--- src/hdl/cbst_defines.vh ---
// How it works
// - snapshot low half is read-only
// - snapshot samples clock after sysref, lsb first
// - temperature result read-only in bits 10-0
// - bit 0 reads multiplier lock flag
// - writing 1 to calibration bit 0 starts calibration
// - version register is read-only 16 bits
`ifndef CBST_DEFINES_VH
`define CBST_DEFINES_VH

// ----------------------------------------------------------------
// register indices (byte address = index * 4)
// ----------------------------------------------------------------
`define CBST_IDX_SNAP_LO 8'h1e
`define CBST_IDX_TEMP 8'h1f
`define CBST_IDX_VER 8'h20
`define CBST_IDX_TRIM_A 8'h24
`define CBST_IDX_LOCK 8'h25
`define CBST_IDX_TRIM_B 8'h27
`define CBST_IDX_TRIM_C 8'h28
`define CBST_IDX_TRIM_D 8'h29
`define CBST_IDX_TRIM_E 8'h2a
`define CBST_IDX_TRIM_F 8'h2b
`define CBST_IDX_TRIM_G 8'h2c
`define CBST_IDX_TRIM_H 8'h2d
`define CBST_IDX_TRIM_I 8'h36
`define CBST_IDX_BIAS 8'h37
`define CBST_IDX_TRIM_J 8'h4d
`define CBST_IDX_CTRL 8'h50
`define CBST_IDX_IRQ_STAT 8'h51
`define CBST_IDX_IRQ_CLR 8'h52
`define CBST_IDX_IRQ_EN 8'h53

// ----------------------------------------------------------------
// reset values
// ----------------------------------------------------------------
`define CBST_RST_TRIM_A 16'h84a3
`define CBST_RST_TRIM_B 16'h78e1
`define CBST_RST_TRIM_C 16'h78e1
`define CBST_RST_TRIM_D 16'h78f3
`define CBST_RST_TRIM_E 16'h76f3
`define CBST_RST_TRIM_F 16'h7707
`define CBST_RST_TRIM_G 16'h7707
`define CBST_RST_TRIM_H 16'h2abf
`define CBST_RST_ZERO 16'h0000
`define CBST_RST_STEP 8'h01

// ----------------------------------------------------------------
// field layouts
// ----------------------------------------------------------------
`define CBST_TEMP_W 11
`define CBST_BIAS_W 6
`define CBST_TRIM_I_WMASK 16'h3fff
`define CBST_CTRL_CAL_BIT 0
`define CBST_CTRL_STEP_LSB 8
`define CBST_CTRL_STEP_MSB 15
`define CBST_IRQ_SNAP 0
`define CBST_IRQ_LOCK_UP 1
`define CBST_IRQ_LOCK_DN 2
`define CBST_IRQ_W 3

`endif

--- src/hdl/cbst_regs.v ---
// Decided for this implementation: the AHB-Lite slave port.
`timescale 1ns/1ps
`include "cbst_defines.vh"

module cbst_regs #(
  parameter SNAP_BITS = 16,
  parameter [15:0] VERSION_CODE = 16'h0a5c // arbitrary value
) (
  // clock and reset
  input wire hclk,
  input wire hresetn,
  // ahb-lite slave
  input wire hsel,
  input wire [31:0] haddr,
  input wire [1:0] htrans,
  input wire hwrite,
  input wire [2:0] hsize,
  input wire [31:0] hwdata,
  input wire hready,
  output wire hreadyout,
  output wire hresp,
  output reg [31:0] hrdata,
  // device status inputs
  input wire clock_input,
  input wire sysref_request_input,
  input wire [10:0] die_temperature_readback,
  input wire multiplier_lock_flag,
  // device control outputs
  output reg freq_cal_trigger,
  output wire cal_enable,
  output wire [5:0] bias_current_control,
  output wire [15:0] trim_word_a,
  output wire irq
);

  // ----------------------------------------------------------------
  // trim store
  // ----------------------------------------------------------------
  localparam NTRIM = 10;
  localparam [3:0] NO_SLOT = 4'ha;

  // maps a register index onto a trim slot, NTRIM when not a trim
  function [3:0] trim_slot;
    input [7:0] idx;
    begin
      case (idx)
        `CBST_IDX_TRIM_A: trim_slot = 4'h0;
        `CBST_IDX_TRIM_B: trim_slot = 4'h1;
        `CBST_IDX_TRIM_C: trim_slot = 4'h2;
        `CBST_IDX_TRIM_D: trim_slot = 4'h3;
        `CBST_IDX_TRIM_E: trim_slot = 4'h4;
        `CBST_IDX_TRIM_F: trim_slot = 4'h5;
        `CBST_IDX_TRIM_G: trim_slot = 4'h6;
        `CBST_IDX_TRIM_H: trim_slot = 4'h7;
        `CBST_IDX_TRIM_I: trim_slot = 4'h8;
        `CBST_IDX_TRIM_J: trim_slot = 4'h9;
        default: trim_slot = NO_SLOT;
      endcase
    end
  endfunction

  // reset value of each trim slot
  function [15:0] trim_reset;
    input integer slot;
    begin
      case (slot[3:0])
        4'h0: trim_reset = `CBST_RST_TRIM_A;
        4'h1: trim_reset = `CBST_RST_TRIM_B;
        4'h2: trim_reset = `CBST_RST_TRIM_C;
        4'h3: trim_reset = `CBST_RST_TRIM_D;
        4'h4: trim_reset = `CBST_RST_TRIM_E;
        4'h5: trim_reset = `CBST_RST_TRIM_F;
        4'h6: trim_reset = `CBST_RST_TRIM_G;
        4'h7: trim_reset = `CBST_RST_TRIM_H;
        default: trim_reset = `CBST_RST_ZERO;
      endcase
    end
  endfunction

  // ----------------------------------------------------------------
  // ahb-lite address and data phase
  // ----------------------------------------------------------------
  reg wr_pend_q;
  reg rd_pend_q;
  reg [7:0] idx_q;
  wire take;
  wire [3:0] wslot;
  wire [3:0] rslot;

  assign take = hsel & htrans[1] & hready;
  assign hreadyout = ~rd_pend_q;
  assign hresp = 1'b0;
  assign wslot = trim_slot(idx_q);
  assign rslot = trim_slot(idx_q);

  // reads take one wait state so an earlier write is always visible
  always @(posedge hclk or negedge hresetn) begin
    if (!hresetn) begin
      wr_pend_q <= 1'b0;
      rd_pend_q <= 1'b0;
      idx_q <= 8'h00;
    end else begin
      wr_pend_q <= take & hwrite;
      rd_pend_q <= take & ~hwrite;
      if (take) begin
        // addresses with any of bits 31-10 set fold onto index zero, which reads zero
        idx_q <= haddr[9:2] & {8{haddr[31:10] == 22'h000000}};
      end
    end
  end

  wire wr_en;
  assign wr_en = wr_pend_q;

  // ----------------------------------------------------------------
  // software-written registers
  // ----------------------------------------------------------------
  wire [15:0] trim_w [0:NTRIM-1];
  reg [5:0] bias_q;
  reg cal_en_q;
  reg [7:0] step_q;
  reg [`CBST_IRQ_W-1:0] irq_en_q;

  genvar g;
  generate
    for (g = 0; g < NTRIM; g = g + 1) begin : g_trim
      // one register per slot, seen by the read mux through trim_w
      reg [15:0] word_q;
      wire hit;
      assign hit = wr_en && ({28'h0000000, wslot} == g);
      always @(posedge hclk or negedge hresetn) begin
        if (!hresetn) begin
          word_q <= trim_reset(g);
        end else if (hit) begin
          if (g == 8) begin
            // top two bits of trim i stay read-only zero
            word_q <= hwdata[15:0] & `CBST_TRIM_I_WMASK;
          end else begin
            word_q <= hwdata[15:0];
          end
        end
      end
      assign trim_w[g] = word_q;
    end
  endgenerate

  always @(posedge hclk or negedge hresetn) begin
    if (!hresetn) begin
      bias_q <= 6'h00;
      cal_en_q <= 1'b0;
      step_q <= `CBST_RST_STEP;
      irq_en_q <= {`CBST_IRQ_W{1'b0}};
      freq_cal_trigger <= 1'b0;
    end else begin
      freq_cal_trigger <= 1'b0;
      if (wr_en && idx_q == `CBST_IDX_BIAS) begin
        // bits 15-6 are dropped and read back as zero
        bias_q <= hwdata[5:0];
      end
      if (wr_en && idx_q == `CBST_IDX_CTRL) begin
        cal_en_q <= hwdata[`CBST_CTRL_CAL_BIT];
        step_q <= hwdata[`CBST_CTRL_STEP_MSB:`CBST_CTRL_STEP_LSB];
        // each write with the bit set launches one calibration
        freq_cal_trigger <= hwdata[`CBST_CTRL_CAL_BIT];
      end
      if (wr_en && idx_q == `CBST_IDX_IRQ_EN) begin
        irq_en_q <= hwdata[`CBST_IRQ_W-1:0];
      end
    end
  end

  assign cal_enable = cal_en_q;
  assign bias_current_control = bias_q;
  assign trim_word_a = trim_w[0];

  // ----------------------------------------------------------------
  // snapshot capture
  // ----------------------------------------------------------------
  localparam ST_IDLE = 2'b01;
  localparam ST_RUN = 2'b10;

  reg [1:0] st_q;
  reg sysref_prev_q;
  reg [7:0] dly_q;
  reg [4:0] bit_q;
  reg [SNAP_BITS-1:0] shift_q;
  reg [SNAP_BITS-1:0] snap_q;
  reg snap_done;
  wire [7:0] step_eff;
  wire sysref_rise;

  // a zero step would wrap round and wait 256 clocks, so it runs as one
  assign step_eff = (step_q == 8'h00) ? 8'h01 : step_q;
  assign sysref_rise = sysref_request_input & ~sysref_prev_q;

  always @(posedge hclk or negedge hresetn) begin
    if (!hresetn) begin
      st_q <= ST_IDLE;
      sysref_prev_q <= 1'b0;
      dly_q <= 8'h00;
      bit_q <= 5'h00;
      shift_q <= {SNAP_BITS{1'b0}};
      snap_q <= {SNAP_BITS{1'b0}};
      snap_done <= 1'b0;
    end else begin
      sysref_prev_q <= sysref_request_input;
      snap_done <= 1'b0;
      case (st_q)
        ST_IDLE: begin
          if (sysref_rise) begin
            st_q <= ST_RUN;
            dly_q <= step_eff;
            bit_q <= 5'h00;
          end
        end
        ST_RUN: begin
          if (dly_q == 8'h01) begin
            // one clock sample per delay step, lsb first
            shift_q[bit_q[3:0]] <= clock_input;
            dly_q <= step_eff;
            if (bit_q == SNAP_BITS - 1) begin
              st_q <= ST_IDLE;
              // the last sample goes straight into the snapshot
              snap_q <= {clock_input, shift_q[SNAP_BITS-2:0]};
              snap_done <= 1'b1;
            end else begin
              bit_q <= bit_q + 5'h01;
            end
          end else begin
            dly_q <= dly_q - 8'h01;
          end
        end
        default: begin
          st_q <= ST_IDLE;
        end
      endcase
    end
  end

  // ----------------------------------------------------------------
  // status capture and interrupts
  // ----------------------------------------------------------------
  reg lock_q;
  reg [10:0] temp_q;
  reg [`CBST_IRQ_W-1:0] irq_stat_q;
  wire [`CBST_IRQ_W-1:0] irq_set;
  wire [`CBST_IRQ_W-1:0] irq_clr;

  assign irq_set = {lock_q & ~multiplier_lock_flag,
                    ~lock_q & multiplier_lock_flag,
                    snap_done};
  assign irq_clr = (wr_en && idx_q == `CBST_IDX_IRQ_CLR) ?
                   hwdata[`CBST_IRQ_W-1:0] : {`CBST_IRQ_W{1'b0}};

  always @(posedge hclk or negedge hresetn) begin
    if (!hresetn) begin
      lock_q <= 1'b0;
      temp_q <= 11'h000;
      irq_stat_q <= {`CBST_IRQ_W{1'b0}};
    end else begin
      lock_q <= multiplier_lock_flag;
      temp_q <= die_temperature_readback;
      // a new event wins over a clear in the same cycle
      irq_stat_q <= (irq_stat_q & ~irq_clr) | irq_set;
    end
  end

  // level output, high while an enabled event stays pending
  assign irq = |(irq_stat_q & irq_en_q);

  // ----------------------------------------------------------------
  // read mux
  // ----------------------------------------------------------------
  reg [15:0] rd_d;

  always @* begin
    rd_d = 16'h0000;
    if (rslot != NO_SLOT) begin
      rd_d = trim_w[rslot];
    end else begin
      case (idx_q)
        `CBST_IDX_SNAP_LO: rd_d = snap_q[15:0];
        `CBST_IDX_TEMP: rd_d = {5'h00, temp_q};
        `CBST_IDX_VER: rd_d = VERSION_CODE;
        `CBST_IDX_LOCK: rd_d = {15'h0000, lock_q};
        `CBST_IDX_BIAS: rd_d = {10'h000, bias_q};
        `CBST_IDX_CTRL: rd_d = {step_q, 7'h00, cal_en_q};
        `CBST_IDX_IRQ_STAT: rd_d = {13'h0000, irq_stat_q};
        `CBST_IDX_IRQ_EN: rd_d = {13'h0000, irq_en_q};
        default: rd_d = 16'h0000;
      endcase
    end
  end

  // hrdata keeps the last read value until the next read
  always @(posedge hclk or negedge hresetn) begin
    if (!hresetn) begin
      hrdata <= 32'h00000000;
    end else if (rd_pend_q) begin
      hrdata <= {16'h0000, rd_d};
    end
  end

endmodule

--- config.mk ---
export PLATFORM = sky130hd
export DESIGN_NAME = cbst_regs
export DESIGN_NICKNAME = d
export VERILOG_FILES = /design/src/hdl/cbst_regs.v
export VERILOG_INCLUDE_DIRS = /design/src /design/src/hdl
export SDC_FILE = /design/constraint.sdc
export NUM_CORES = 1
export LEC_CHECK = 0
export BUFFER_PORTS_ARGS = -buffer_cell sky130_fd_sc_hd__buf_2
export CAP_MARGIN = 5
export CORE_UTILIZATION = 40
export CTS_BUF_LIST = sky130_fd_sc_hd__clkbuf_4
export CTS_CLUSTER_DIAMETER = 200
export DETAILED_ROUTE_END_ITERATION = 10
export HOLD_SLACK_MARGIN = 0.06
export SLEW_MARGIN = 10
export SYNTH_ARGS = -nofsm -noshare
export SYNTH_HDL_FRONTEND = slang
export SYNTH_SLANG_ARGS = --single-unit
--- constraint.sdc ---
create_clock -name hclk -period 3.6 [get_ports hclk]
set_input_delay 0 -clock hclk [delete_from_list [all_inputs] [get_ports hclk]]
set_output_delay 0 -clock hclk [all_outputs]
set_load 0.1 [all_outputs]
Word level (Yosys, flattened, before mapping)
Cells that the tools add are included.
{"block": "op_classes", "addsub": 2, "n_lt_le_gt_ge": 3, "eq_ne": 37, "n_mux": 26, "bitwise": 18, "n_reduce_logical": 25}
{"op": "$pmux W16 S8", "n": 1}
{"op": "$eq A8 B6 Y1 const B", "n": 12}
{"op": "$bmux W16 S4", "n": 1}
{"op": "$mux W16", "n": 3}
{"op": "$eq A8 B7 Y1 const B", "n": 5}
{"op": "$pmux W4 S10", "n": 1}
{"op": "$mux W8", "n": 3}
{"op": "$logic_not A22 Y1", "n": 1}
{"op": "$bwmux W16", "n": 1}
{"op": "$eq A4 B3 Y1 const B", "n": 4}
{"op": "$eq A8 B5 Y1 const B", "n": 2}
{"op": "$pmux W8 S2", "n": 1}
{"op": "$logic_and A1 B1 Y1", "n": 15}
{"op": "$mux W5", "n": 3}
{"op": "$pmux W5 S2", "n": 1}
{"op": "$and A8 B8 Y8", "n": 1}
{"op": "$eq A4 B2 Y1 const B", "n": 2}
{"op": "$eq A4 B4 Y1 const B", "n": 2}
{"op": "$eq A8 B1 Y1 const B", "n": 1}
{"op": "$logic_not A8 Y1", "n": 1}
{"op": "$ne A2 B2 Y1 const B", "n": 4}
{"op": "$sub A8 B1 Y8 const B", "n": 1}
{"op": "$and A1 B1 Y1", "n": 7}
{"op": "$and A3 B3 Y3", "n": 2}
{"op": "other kinds (24)", "n": 36}
{"block": "totals", "register_bits": 267, "input_bits": 88, "output_inout_bits": 59, "wordCells": 140}

Depth between registers and ports, before layout
Gate-level depths: netlist of run 1.
{"block": "depth", "ltp_word": 7, "mapped_depth": 11, "mapped_depth_nobuf": 8}

Worst setup path before layout of run 1
No wires, ideal clock.
{"block": "synth_timing", "kind": "register -> register", "start": "register idx_q[3]", "end": "register g_trim[4].word_q[11]", "setup_ps": 128, "arrival_ps": 2588, "required_time_ps": 3472, "path_slack_ps": 885, "path_stages_with_launch": 9, "path_buffers": 2, "synth_period_minus_slack_ps": 2715, "path_cell_list": "dfrtp_1 or4b_4 nor4b_4 o21ai_2 a211oi_4 and3_1 buf_2 buf_6 mux2_1"}
{"block": "synth_between", "elab_chain_len": 4, "word_cells_on_any_way": 13, "cone_classes": "eq/ne: 11; mux: 1; reduce/logical: 1"}
{"element": "from (decl)", "line_no": "cbst_regs.v:85", "rtl": "reg [7:0] idx_q;"}
{"element": "from (signal assigned)", "line_no": "cbst_regs.v:107", "rtl": "idx_q <= haddr[9:2] & {8{haddr[31:10] == 22'h000000}};"}
{"element": "$eq A8 B7 Y1 / $eq A8 B6 Y1 (equally long branches)", "line_no": "cbst_regs.v:46", "rtl": "case (idx)"}
{"element": "$pmux W4 S10 (*)", "line_no": "cbst_regs.v:46"}
{"element": "$eq A4 B3 Y1 (*)", "line_no": "cbst_regs.v:130", "rtl": "assign hit = wr_en && ({28'h0000000, wslot} == g);"}
{"element": "$logic_and A1 B1 Y1 (*)", "line_no": "cbst_regs.v:130"}
{"element": "to (signal assigned)", "line_no": "cbst_regs.v:133", "rtl": "word_q <= trim_reset(g);"}
{"element": "to (signal assigned)", "line_no": "cbst_regs.v:137", "rtl": "word_q <= hwdata[15:0] & `CBST_TRIM_I_WMASK;"}
{"element": "to (signal assigned)", "line_no": "cbst_regs.v:139", "rtl": "word_q <= hwdata[15:0];"}
{"element": "to (decl)", "line_no": "cbst_regs.v:128", "rtl": "reg [15:0] word_q;"}
Mark *: on every way between the ends. The rest lies on a longest branch, timed or not.
A chain may end at the register's enable or synchronous reset.

Worst setup path in the final report of run 1
{"block": "layout_timing", "start": "register idx_q[4]", "end": "register g_trim[1].word_q[9]"}
{"block": "layout_between", "elab_chain_len": 4, "word_cells_on_any_way": 13, "cone_classes": "eq/ne: 11; mux: 1; reduce/logical: 1"}
{"element": "$eq A8 B7 Y1 / $eq A8 B6 Y1 (equally long branches)", "line_no": "cbst_regs.v:46"}
{"element": "$pmux W4 S10 (*)", "line_no": "cbst_regs.v:46"}
{"element": "$eq A4 B1 Y1 (*)", "line_no": "cbst_regs.v:130"}
{"element": "$logic_and A1 B1 Y1 (*)", "line_no": "cbst_regs.v:130"}
{"element": "to (signal assigned)", "line_no": "cbst_regs.v:133"}
{"element": "to (signal assigned)", "line_no": "cbst_regs.v:137"}
{"element": "to (signal assigned)", "line_no": "cbst_regs.v:139"}
{"element": "to (decl)", "line_no": "cbst_regs.v:128"}
Marks and branches as above.

==> results.md, run 1 <==
- Compared with the post-synthesis result, the final layout area differs by 21.7%.
- Counting instances, the worst hold path has a depth of 3.
- In this run the most critical hold path is launched from multiplier_lock_flag.
- Summing all multi-input logic gate instances after layout gives 0.00514 mm².
- Counting flops with an async set or reset pin after synthesis yields a share of 1.00.
- Walking the worst path, the cells encountered are nor4b_2 -> a32oi_1 -> nor2_1 -> buf_4 -> nand3_2 -> mux2_2.
- CTS saw 266 sinks.
- The least setup slack across all paths after layout is 454 ps.
- The placement row count is 63.
- In the finished design, the share of the clock period the worst path needs comes to 0.874.
- Dividing the detail-routed via count by the number of cells gives 5.50.
- In the final routed layout, each cell accounts on average for 19.9 µm.
- The number of nets with antenna violations after detailed routing is 0.
- In this run the number of H-tree levels came out at 3.
- The peak fanout along the critical path is 18.
- The max capacitance violation total is 0.
- The end of the worst register-to-register path is g_trim[1].word_q[9]$_DFFE_PN0P_.
- The area of the mapped netlist is 0.0123 mm².
- The highest clock frequency the design can meet is 0.318 GHz.
- The area of the core is 0.0300 mm².
- The tightest min-delay check is of the input port to register type.
- The setup check on the worst reg-to-reg path leaves a slack of 450 ps.
- The die covers 0.0314 mm².
- The number of global-route vias before repair is 9,246.
- For the worst setup path, the data required time is 4140 ps.
- Dividing total power by cell area gives a power density of 468 mW/mm².
- The area taken by flip-flops and latches is 0.00675 mm².
- The number of cells on the worst reg-to-reg path is 6.
- The synthesized design contains 0 enable-type register cells.
- The fraction of the mapped netlist area in compound gates came to 0.117.
- The number of antenna violations at the first check in global routing is 1.
- The largest family of logic cells by synthesized area is multiplexers.
- Data on the critical path arrives at its endpoint at 3690 ps.
- Measured along the x axis, the die boundary spans 177 µm.
- For the pin with the worst max-slew slack, the measured transition is 968 ps.
- The tree is rooted in a sky130_fd_sc_hd__clkbuf_4.
- Setup repair after global routing left no endpoint under its margin.
- Buffers inserted during clock tree synthesis total 73.
- The layout has 2,747 filler cells.
- During synthesis, Yosys emitted a total of 0 warnings.
- The startpoint kind of the worst setup timing path is a register.
- The number of slew-limit violations in the final report came to 0.
- During I/O placement, the number of pins put on the boundary was 147.
- Of the total synthesized cell area, the portion taken by full adders, half adders and majority gates is 0.00712.
- In this run, post-CTS repair resized a total of 0 instances.
- The buffer depth of the longest clock path is 3.
- Of the cells placed in the final design, the portion with a size suffix greater than 1 is 0.414.
- After detailed routing, the number of remaining DRC violations is 0.
- The final worst clock skew is 30.9 ps.
- The path type of the worst setup path is register to register.
- Setup violations remaining at the end of the flow were counted as 0.
- Of the total synthesized cell area, the portion taken by AND, OR, NAND and NOR gates is 0.0912.
- The total track usage is 0.219.
- For the finished layout, the period the worst path requires is 3150 ps.
- The largest incremental delay on the critical path is 600 ps.
- The first global-routing pass estimated 52.5 mm of wire.
- The worst slew margin relative to its limit is 0.355.
- The worst hold slack is 113 ps.
- Global routing finished with a remaining overflow of 0.
- The average size of a mapped cell is 12.4 µm².
- The die is 177 µm tall.
- The clock slew at the register clock pins of the worst setup and hold paths is 70 ps.
- Before CTS, the worst setup slack after placement is 515 ps.
- The critical-path cell with the highest stage delay is sky130_fd_sc_hd__nor2_1.
- Among all flip-flop cells after synthesis, the most frequent one is sky130_fd_sc_hd__dfrtp_1.
- The number of endpoints with negative hold slack in the final report is 0.
- In this run the critical register-to-register path is launched from idx_q[4]$_DFFE_PN0P_.
- The multiplexer share of the synthesized area is 0.194.
- Adding up every negative setup slack in the final design gives 0 ps.
- Synthesis produced a netlist whose cell count is 995.
- In the final design database the tool counted 1,312 nets.
- The number of search-and-repair iterations in the first detailed-routing pass is 5.
- The part of the Yosys area used for sequential elements is 0.549.
- The CTS tree is built.
- Summing over every cut layer, the via total after detailed routing is 9,148.
- Input and output buffers added on the ports amount to 107.
- The worst hold path terminates at irq_stat_q[2]$_DFF_PN0_.
- The analysis attributes to cell leakage a power of 6.73 nW.
- IR analysis of the VDD net gives a maximum drop of 0.000178 V.
- Detailed placement ended at an HPWL of 22.4 mm.
- Synthesis instantiated 70 different standard cells from the library.
- Counting flops and latches in the post-synthesis netlist gives 266.
- For this block, the routed nets add up to 33.1 mm of wire.
- The detailed router's first-iteration violation count is 602.
- Routability-driven placement finished with a final weighted congestion of 0.855.
- The worst setup path is captured at a register.
- The maximum number of pins on one net before global-route repair is 72.
- Of the total synthesized cell area, the portion taken by XOR and XNOR cells is 0.00285.
- The starting utilization of the core area is 0.411.
- The run finished with clean final reports.
- At the later pin of the worst-skew pair, clock insertion delay measures 670 ps.
- Post-CTS timing repair inserted 0 buffers for setup.
[layout by cell type (no fill, tap or decap), types with 12 or more instances in the layout]
cell type and count:
sky130_fd_sc_hd__dfrtp_1 193, sky130_fd_sc_hd__mux2_2 173, sky130_fd_sc_hd__clkbuf_4 118, sky130_fd_sc_hd__buf_2 106, sky130_fd_sc_hd__nand2_1 82, sky130_fd_sc_hd__dfstp_2 73, sky130_fd_sc_hd__dlygate4sd3_1 66, sky130_fd_sc_hd__o21ai_0 40
sky130_fd_sc_hd__buf_4 35, sky130_fd_sc_hd__nor2_1 30, sky130_fd_sc_hd__a22oi_1 24, sky130_fd_sc_hd__and3_1 22, sky130_fd_sc_hd__mux2_1 22, sky130_fd_sc_hd__a21oi_1 20, sky130_fd_sc_hd__mux2i_1 19, sky130_fd_sc_hd__conb_1 17
sky130_fd_sc_hd__inv_1 16, sky130_fd_sc_hd__a22o_1 16, sky130_fd_sc_hd__nand3_1 14, sky130_fd_sc_hd__a221oi_1 13, sky130_fd_sc_hd__clkinv_1 12, sky130_fd_sc_hd__a32oi_1 12
[worst max-delay path by stage]
stage,start,endpoint,slack [ps],depth (start not counted)
final,idx_q[4]$_DFFE_PN0P_,g_trim[1].word_q[9]$_DFFE_PN0P_,450,6
after global routing,idx_q[7]$_DFFE_PN0P_,g_trim[1].word_q[3]$_DFFE_PN0P_,240,6
after CTS,idx_q[4]$_DFFE_PN0P_,g_trim[2].word_q[3]$_DFFE_PN0P_,490,7
after detailed placement,idx_q[4]$_DFFE_PN0P_,g_trim[2].word_q[15]$_DFFE_PN0P_,510,7
after global placement,idx_q[7]$_DFFE_PN0P_,hrdata[0]$_DFFE_PN0P_,560,9
after floorplan,idx_q[3]$_DFFE_PN0P_,g_trim[4].word_q[11]$_DFFE_PN0P_,880,8
[stage by stage]
| stage | power (mW) | instance area (µm²) | util | instances |
|---|---|---|---|---|
| 3_3_place_gp | 4.14 | 13300 | 0.444 | 1465 |
| 5_1_grt | 7.35 | 15000 | 0.500 | 1663 |
| 2_1_floorplan | 3.92 | 12400 | - | 1011 |
| 6_report | 7.00 | 15000 | 0.500 | 1663 |
| 3_5_place_dp | 4.15 | 13300 | 0.444 | 1465 |
| 4_1_cts | 7.08 | 15000 | 0.499 | 1662 |
[state kept, by name, indices dropped and copies added (netlist names), 2 cells and up]
| name | flops |
|---|---|
| bias_current_control | 6 |
| bit_q | 5 |
| dly_q | 8 |
| g_trim.word_q | 142 |
| hrdata | 16 |
| idx_q | 8 |
| irq_en_q | 3 |
| irq_stat_q | 3 |
| shift_q | 15 |
| snap_q | 16 |
| st_q | 2 |
| step_q | 8 |
| temp_q | 11 |
| trim_word_a | 16 |
[layout make-up]
type,count,area share
clock inverter,12,0.00652
clock buffer,118,0.0592
tap,390,0.0326
inverter,18,0.00452
timing repair buffer,211,0.103
multi-input combinational,647,0.343
sequential,266,0.451
antenna,1,0.000167
[routing by layer]
metal,vias to the layer above,track usage,wire length (µm)
li1,4142,-,-
met5,-,0,0
met2,300,0.341,15400
met4,0,0.0748,679
met3,51,0.0375,1910
met1,4655,0.307,15100
[logic make-up (layout without fill, tap and decap cells)]
logic type,after synthesis,in the layout
flops,266,266
other cells,1,18
simple gates,212,212
compound gates,193,193
fa+ha+maj,7,7
buf+inv,98,359
mux,214,214
xor+xnor,4,4
[where the power goes]
group | internal, mW | leakage, nW | total, mW | switching (mW)
Sequential | 3.15 | 3.15 | 3.26 | 0.104
Clock | 1.62 | 0.587 | 2.85 | 1.23
Combinational | 0.228 | 2.99 | 0.892 | 0.664
Total | 4.99 | 6.73 | 7.00 | 2.00
[cells in the mapped netlist, types with 6 or more instances]
cell                         n  share of area
sky130_fd_sc_hd__dfrtp_1   193           0.39
sky130_fd_sc_hd__mux2_2    173           0.16
sky130_fd_sc_hd__nand2_1    82          0.025
sky130_fd_sc_hd__dfstp_2    73           0.16
sky130_fd_sc_hd__clkbuf_1   44          0.013
sky130_fd_sc_hd__o21ai_0    40          0.016
sky130_fd_sc_hd__nor2_1     30         0.0092
sky130_fd_sc_hd__a22oi_1    24          0.015
sky130_fd_sc_hd__and3_1     22          0.011
sky130_fd_sc_hd__mux2_1     22          0.020
sky130_fd_sc_hd__a21oi_1    20         0.0081
sky130_fd_sc_hd__mux2i_1    19          0.015
sky130_fd_sc_hd__buf_4      18          0.011
sky130_fd_sc_hd__a22o_1     16          0.011
sky130_fd_sc_hd__inv_1      16         0.0049
sky130_fd_sc_hd__nand3_1    14         0.0057
sky130_fd_sc_hd__a221oi_1   13         0.0093
sky130_fd_sc_hd__a32oi_1    12         0.0085
sky130_fd_sc_hd__buf_2      11         0.0045
sky130_fd_sc_hd__o22ai_1     8         0.0041
sky130_fd_sc_hd__o32a_1      8         0.0065
sky130_fd_sc_hd__and2_1      7         0.0036
sky130_fd_sc_hd__ha_1        7         0.0071
sky130_fd_sc_hd__nand4_1     7         0.0036
sky130_fd_sc_hd__nor2b_1     7         0.0036
sky130_fd_sc_hd__nor3_1      7         0.0028
sky130_fd_sc_hd__nor4_1      6         0.0031
[worst max-delay path, delay by kind of cell (launching register included)]
| family | cells | cell delay [ps] |
|---|---|---|
| and+or+nand+nor | 3 | 1520 |
| DFF | 1 | 470 |
| muxes | 1 | 450 |
| AOI/OAI and AO/OA | 1 | 280 |
| buffers and inverters | 1 | 300 |
[repair_timing]
item                       CTS  global route
hold endpoints to repair   388             0
hold buffers                67             0
setup endpoints to repair    0             0
(Power assumes the default switching activity.)
==> run 2: changes to the inputs <==
--- a/config.mk
+++ b/config.mk
@@ -8,11 +8,14 @@
 export LEC_CHECK = 0
 export BUFFER_PORTS_ARGS = -buffer_cell sky130_fd_sc_hd__buf_2
 export CAP_MARGIN = 5
+export CELL_PAD_IN_SITES_DETAIL_PLACEMENT = 0
+export CELL_PAD_IN_SITES_GLOBAL_PLACEMENT = 2
 export CORE_UTILIZATION = 40
 export CTS_BUF_LIST = sky130_fd_sc_hd__clkbuf_4
 export CTS_CLUSTER_DIAMETER = 200
 export DETAILED_ROUTE_END_ITERATION = 10
 export HOLD_SLACK_MARGIN = 0.06
+export PLACE_DENSITY_LB_ADDON = 0.1
 export SLEW_MARGIN = 10
 export SYNTH_ARGS = -nofsm -noshare
 export SYNTH_HDL_FRONTEND = slang
==> run 2 against run 1 <==
Register-to-register slack worse by 210 ps. Sequential power about the same. Clock skew increased by 11 ps. Clock power fell by 2%. First-iteration DRC count is 27% lower. Setup slack lost 210 ps. Sequential share of layout area decreased by 0.15 points. Non-clock buffer count grew 7. Sequential cell count is the same. Routed wire length up 6.7%. Critical path type unchanged. Critical endpoint is now g_trim[6].word_q[11]$_DFFE_PN0P_. Largest power group unchanged.
==> results.md, run 2 (synthesis gave the netlist of run 1 again) <==
- The buffer depth of the longest clock path is 3 (unchanged).
- The die boundary width is 177 µm (unchanged).
- The number of nets in the layout is 1,321 (+0.69%).
- The number of CTS-inserted buffers is 75 (+2.7%).
- The number of flip-flops under the largest register name is 142 (unchanged).
- The startpoint kind of the worst setup timing path is a register.
- The aggregate routed wire length was 35.3 mm (+6.7%).
- The number of antenna violations at the first check in global routing is 1 (unchanged).
- The count of vias placed by the detailed router was 8,970 (-1.9%).
- The maximum vdd ir drop is 0.000220 V (+23%).
- The number of slew-limit violations in the final report is 0 (unchanged).
- The critical path data required time came to 4150 ps (about the same).
- The number of top-level design ports is 147 (unchanged).
- The number of search-and-repair iterations in the first detailed-routing pass is 4 (-1).
- The latest clock arrival within the worst-skew pair is 710 ps (+40 ps).
- The number of global-route vias before repair is 9,376 (+1.4%).
- The total track usage is 0.235 (+0.0161).
- The DRC violations left was 0 (unchanged).
- The total clock sinks is 266 (unchanged).
- The clock root buffer is sky130_fd_sc_hd__clkbuf_4.
- The total negative slack is 0 ps (unchanged).
- Setup repair after global routing left no endpoint under its margin.
- The placed cell area was 0.0133 mm² (+0.11%).
- The routability congestion estimate from global placement is 0.804 (-6.1%).
- The H-tree level count is 3 (unchanged).
- The final critical path time including I/O delays and setup was 3360 ps (+214 ps).
- The via density per instance is 5.36 (-2.5%).
- The register-to-register setup slack is 240 ps (-210 ps).
- The worst setup path is captured at a register.
- The overall overflow remaining after global route is 0 (unchanged).
- The classification of the worst-slack hold path is input port to register.
- The CTS tree is built.
- The floorplan die area was 0.0314 mm² (unchanged).
- The actual slew at the worst max-slew pin is 964 ps (-3.97 ps).
- Leaving out fill and tap cells, the most frequent cell in the layout is sky130_fd_sc_hd__dfrtp_1.
- The detailed router's first-iteration violation count is 437 (-27%).
- The average detailed-routed wire length per instance is 21.1 µm (+6.1%).
- The worst setup path is of the register to register kind.
- The layout cell share with drive strength beyond 1 came to 0.418 (+0.00411).
- The final worst clock skew came to 42.2 ps (+11.3 ps).
- The peak fanout along the critical path was 9 (-9).
- The starting utilization of the core area came to 0.411 (unchanged).
- The max capacitance violation total is 0 (unchanged).
- The power density over cell area came to 464 mW/mm² (-0.83%).
- The maximum number of pins on one net before global-route repair came to 73 (+1.4%).
- The final worst-path cycle share is 0.933 (+0.0594).
- The number of port buffers is 107 (unchanged).
- The area of all placed cells without fillers is 0.0150 mm² (+0.33%).
- The buffers inserted during post-CTS setup optimization is 0 (unchanged).
- The floorplan die height is 177 µm (unchanged).
- The critical-path cell with the highest stage delay is sky130_fd_sc_hd__or4b_4.
- The worst slew margin relative to its limit is 0.356 (+0.00109).
- The leakage power total is 6.74 nW (+0.19%).
- The area of the core came to 0.0300 mm² (unchanged).
- The placement row count is 63 (unchanged).
- The largest incremental delay on the critical path is 590 ps (about the same).
- The sum of net half-perimeters after detailed placement came to 24.1 mm (+7.6%).
- The synthesis-to-finish area growth is 22.1%.
- The highest clock frequency the design can meet is 0.298 GHz (-6.4%).
- The clock slew at the register clock pins of the worst setup and hold paths is 70 ps (about the same).
- The number of nets with antenna violations after detailed routing is 0 (unchanged).
- The largest register by flop count is g_trim.word_q.
- The final setup violation count is 0 (unchanged).
- The number of endpoints with negative hold slack in the final report came to 0 (unchanged).
- The run finished with clean final reports.
- Leaving out fill and tap cells, the most frequent cells in the layout are 193 x sky130_fd_sc_hd__dfrtp_1, 173 x sky130_fd_sc_hd__mux2_2, 118 x sky130_fd_sc_hd__clkbuf_4.
- Traced cell by cell, the critical path runs through or4b_4 -> nor2_1 -> and2_1 -> a21oi_2 -> nor2_1 -> buf_4 -> and3_1 -> buf_4 -> mux2_2.
- The global-route wire length before repair is 55.4 mm (+5.5%).
- The critical path arrival is 3910 ps (+220 ps).
==> run 2: through the flow <==
stage	worst slack [ps]	hold slack (ps)	total power, mW	util	std cells
after global placement	359	109	4.15	0.444	1467
after floorplan	885	-296	3.92	-	1011
after CTS	283	61.1	7.08	0.501	1671
final	240	118	6.96	0.501	1672
after global routing	115	148	7.31	0.501	1672
after detailed placement	298	109	4.16	0.444	1467
==> run 2: metal layers <==
metal,vias up,GRT usage,part of all wire
li1,4160,-,-
met1,4575,0.316,0.46
met2,176,0.380,0.48
met3,59,0.0420,0.036
met4,0,0.0812,0.021
met5,-,0,0
==> run 2: repair_timing <==
action / CTS / global route
setup endpoints to repair: 0 / 5
hold buffers: 72 / 0
gates resized for setup: 0 / 1
hold endpoints to repair: 367 / 0
==> run 2: path summary, 6_finish.rpt <==
kind                                                          to                 start  cells past startpoint
worst max-delay path            g_trim[6].word_q[11]$_DFFE_PN0P_  idx_q[7]$_DFFE_PN0P_                      9
worst min-delay path                     irq_stat_q[1]$_DFF_PN0_  multiplier_lock_flag                      4
worst max register to register  g_trim[6].word_q[11]$_DFFE_PN0P_  idx_q[7]$_DFFE_PN0P_                      9
worst min register to register           irq_stat_q[0]$_DFF_PN0_   snap_done$_DFF_PN0_                      1
max in group asynchronous       g_trim[4].word_q[11]$_DFFE_PN0P_               hresetn                      4
min in group asynchronous        g_trim[3].word_q[8]$_DFFE_PN0P_               hresetn                      3
==> run 2: area by class of cell <==
class                      count  area [µm²]
fill                        2802       14900
sequential                   266        6750
multi-input combinational    647        5140
timing repair buffer         218        1600
clock buffer                 118         886
tap                          390         488
clock inverter                14        80.1
inverter                      18        67.6
antenna                        1        2.50
==> run 2: worst max-delay path: cells and delay by family (launching register included) <==
kind	cells	cell delay, ps
AOI/OAI and AO/OA	1	170
buffers and inverters	2	470
DFF	1	470
muxes	1	350
and+or+nand+nor	5	1750
==> run 2: where the power goes <==
group / internal (mW) / switching (mW) / leakage, nW
Clock: 1.49 / 1.31 / 0.574
Combinational: 0.234 / 0.670 / 3.02
Sequential: 3.15 / 0.101 / 3.15
Total: 4.88 / 2.08 / 6.74
==> run 3: changes to the inputs <==
--- a/config.mk
+++ b/config.mk
@@ -10,7 +10,7 @@
 export CAP_MARGIN = 5
 export CELL_PAD_IN_SITES_DETAIL_PLACEMENT = 0
 export CELL_PAD_IN_SITES_GLOBAL_PLACEMENT = 2
-export CORE_UTILIZATION = 40
+export CORE_UTILIZATION = 41
 export CTS_BUF_LIST = sky130_fd_sc_hd__clkbuf_4
 export CTS_CLUSTER_DIAMETER = 200
 export DETAILED_ROUTE_END_ITERATION = 10
==> run 3 against run 2 <==
Die area is 2.4% lower. Count of clock-buffer cells in the layout up 9. Largest cell class unchanged. Largest power group unchanged. Fmax grew 2.2%. First-iteration DRC count grew 14%. Power up 1.9%. Via count grew 1.2%.
==> results.md, run 3 (synthesis gave the netlist of run 1 again) <==
- The run finished with clean final reports.
- The peak fanout along the critical path is 18 (+9).
- The final worst clock skew is 38.7 ps (-3.45 ps).
- The max capacitance violation total is 0 (unchanged).
- The number of antenna violations at the first check in global routing came to 1 (unchanged).
- The die boundary width came to 175 µm (-1.2%).
- The reg-to-reg startpoint is idx_q[3]$_DFFE_PN0P_.
- The total clock sinks is 266 (unchanged).
- The average detailed-routed wire length per instance came to 21.1 µm (-0.24%).
- The register-to-register setup slack was 310 ps (+70 ps).
- The most critical setup path has its endpoint at g_trim[3].word_q[9]$_DFFE_PN0P_.
- The final critical path time including I/O delays and setup was 3290 ps (-71.6 ps).
- The aggregate routed wire length came to 35.4 mm (+0.12%).
- The number of resized instances in the post-cts repair step was 0 (unchanged).
- TritonCTS built the clock tree.
- Compared with the post-synthesis result, the final layout area differs by 22.9%.
- The count of placed standard cells including taps was 1,465 (-0.14%).
- The number of flip-flops under the largest register name is 142 (unchanged).
- The met2 routed wirelength was 16.8 mm (-0.99%).
- The detailed-route wire length on metal 1 is 16.3 mm (about the same).
- The worst hold slack was 149 ps (+31.1 ps).
- The via density per instance was 5.41 (+0.89%).
- The worst hold path belongs to the class input port to register.
- Setup repair after global routing left no endpoint under its margin.
- The topmost layer with routed signal wires is met4.
- The least setup slack across all paths after layout is 312 ps (+71.6 ps).
- The leakage power total is 6.80 nW (+0.90%).
- The area of the core is 0.0296 mm² (-1.3%).
- The number of global-route vias before repair is 9,236 (-1.5%).
- The nature of the critical path endpoint is a register.
- The highest clock frequency the design can meet is 0.304 GHz (+2.2%).
- The critical path arrival is 3810 ps (-100 ps).
- The critical path data required time is 4120 ps (-30 ps).
- The final instance count without filler cells is 1,678 (+0.36%).
- The setup path with the least slack is of type register to register.
- The clock slew at the register clock pins of the worst setup and hold paths is 70 ps (about the same).
- The number of slew-limit violations in the final report is 0 (unchanged).
- The layout cell share with drive strength beyond 1 is 0.418 (about the same).
- The latest clock arrival within the worst-skew pair is 670 ps (-40 ps).
- The worst slew margin relative to its limit is 0.403 (+0.0472).
- The number of fill cells was 2,765 (-1.3%).
- The end of the worst register-to-register path is g_trim[3].word_q[9]$_DFFE_PN0P_.
- The logic depth of the worst register-to-register path is 7 (-2).
- The starting utilization of the core area is 0.416 (+0.00547).
- The startpoint kind of the worst setup timing path is a register.
- The launching instance or port of the critical path is idx_q[3]$_DFFE_PN0P_.
- The buffers inserted during post-CTS setup optimization came to 0 (unchanged).
- The total track usage is 0.239 (+0.00400).
- The floorplan die height was 175 µm (-1.2%).
- The largest register by flop count is g_trim.word_q.
- The total power was 7.09 mW (+1.9%).
- The final setup violation count came to 0 (unchanged).
- The overall overflow remaining after global route is 0 (unchanged).
- The largest incremental delay on the critical path is 590 ps (about the same).
- The multi-input logic area was 0.00514 mm² (about the same).
- The library cell used most frequently in the layout, excluding fill and tap cells, is sky130_fd_sc_hd__dfrtp_1.
- The final worst-path cycle share is 0.913 (-0.0199).
- The routability congestion estimate from global placement is 0.765 (-4.7%).
- The power density over cell area is 469 mW/mm² (+1.2%).
- The largest individual stage delay along the critical path comes from the cell sky130_fd_sc_hd__or4b_4.
- Walking the worst path, the cells encountered are or4b_4 -> nor4b_4 -> buf_4 -> nor3_1 -> and2_1 -> nand3_2 -> mux2_2.
- The global-route wire length before repair is 55.2 mm (-0.27%).
- The DRC violations left is 0 (unchanged).
- The number of endpoints with negative hold slack in the final report is 0 (unchanged).
- The detailed router's first-iteration violation count is 496 (+14%).
- The number of CTS-inserted buffers was 76 (+1.3%).
- The minimum setup slack after placement was 388 ps (+89.7 ps).
- The count of vias placed by the detailed router is 9,082 (+1.2%).
- The met3 wire length is 1.51 mm (+18%).
- The maximum vdd ir drop came to 0.000278 V (+26%).
- The number of search-and-repair iterations in the first detailed-routing pass is 5 (+1).
- The area taken by flip-flops and latches is 0.00675 mm² (unchanged).
- The maximum number of pins on one net before global-route repair came to 72 (-1.4%).
- The H-tree level count is 3 (unchanged).
- The floorplan die area is 0.0307 mm² (-2.4%).
- The placement row count is 63 (unchanged).
- The number of port buffers is 107 (unchanged).
- The clock root buffer is sky130_fd_sc_hd__clkbuf_4.
- The number of nets with antenna violations after detailed routing is 0 (unchanged).
- The sum of net half-perimeters after detailed placement came to 23.4 mm (-2.9%).
- The buffer depth of the longest clock path is 3 (unchanged).
- The total negative slack came to 0 ps (unchanged).
- The top cell types in the final layout, fill and taps aside, are 193 x sky130_fd_sc_hd__dfrtp_1, 173 x sky130_fd_sc_hd__mux2_2, 127 x sky130_fd_sc_hd__clkbuf_4.
- The number of nets in the layout is 1,323 (+0.15%).
- The number of top-level design ports was 147 (unchanged).
- The actual slew at the worst max-slew pin is 888 ps (-75.3 ps).
run 3: cell types whose count changed in the layout (fill, tap and decap cells not counted):
| cell | change |
|---|---|
| sky130_fd_sc_hd__clkinv_2 | -1 |
| sky130_fd_sc_hd__buf_4 | -5 |
| sky130_fd_sc_hd__and2_1 | +1 |
| sky130_fd_sc_hd__buf_12 | +3 |
| sky130_fd_sc_hd__dlygate4sd3_1 | +3 |
| sky130_fd_sc_hd__and2_2 | -1 |
| sky130_fd_sc_hd__inv_2 | +1 |
| sky130_fd_sc_hd__clkinvlp_4 | -2 |
| sky130_fd_sc_hd__clkbuf_4 | +9 |
| sky130_fd_sc_hd__clkinv_4 | -2 |
| sky130_fd_sc_hd__bufinv_16 | +1 |
| sky130_fd_sc_hd__inv_6 | -1 |
run 3: power by group:
part           leakage (nW)  internal [mW]  total, mW  switching (mW)
combinational          3.04          0.236      0.908           0.672
clock                 0.616           1.65       2.93            1.28
sequential             3.15           3.15       3.25          0.0996
total                  6.80           5.04       7.09            2.05
run 3: what timing repair did:
item / in CTS / in global routing
endpoints found under the hold margin: 445 / 0
setup endpoints to repair: 0 / 0
hold buffers: 75 / 0
run 3: metal layers:
metal / track usage / vias up
met3: 0.0498 / 55
met2: 0.385 / 207
li1: - / 4176
met4: 0.0721 / 0
met5: 0 / -
met1: 0.322 / 4644
run 3: worst min path at each step:
stage / startpoint / end / slack (ps) / cells past startpoint
floorplan: hresetn / bias_current_control[0]$_DFFE_PN0P_ / -300 / 0
global placement: die_temperature_readback[9] / temp_q[9]$_DFF_PN0_ / 110 / 1
detailed placement: die_temperature_readback[1] / temp_q[1]$_DFF_PN0_ / 110 / 1
CTS: multiplier_lock_flag / irq_stat_q[1]$_DFF_PN0_ / 90 / 4
global route: multiplier_lock_flag / irq_stat_q[1]$_DFF_PN0_ / 90 / 4
finish: multiplier_lock_flag / irq_stat_q[1]$_DFF_PN0_ / 150 / 4
run 3: worst max-delay path, delay by kind of cell (launching register included):
family	cells	cell delay (ps)
mux	1	390
buf+inv	1	290
flops	1	470
simple gates	5	1980
run 3: cell type report:
type                       count  share of cell area
antenna                        1            0.000166
inverter                      18             0.00447
sequential                   266               0.446
clock buffer                 127              0.0631
multi-input combinational    647               0.340
clock inverter                10             0.00447
timing repair buffer         219               0.109
tap                          390              0.0323
run 3: per-stage QoR:
step | util | cell area [µm²]
2_1_floorplan | - | 12400
3_3_place_gp | 0.451 | 13300
3_5_place_dp | 0.451 | 13300
4_1_cts | 0.511 | 15100
5_1_grt | 0.511 | 15100
6_report | 0.511 | 15100
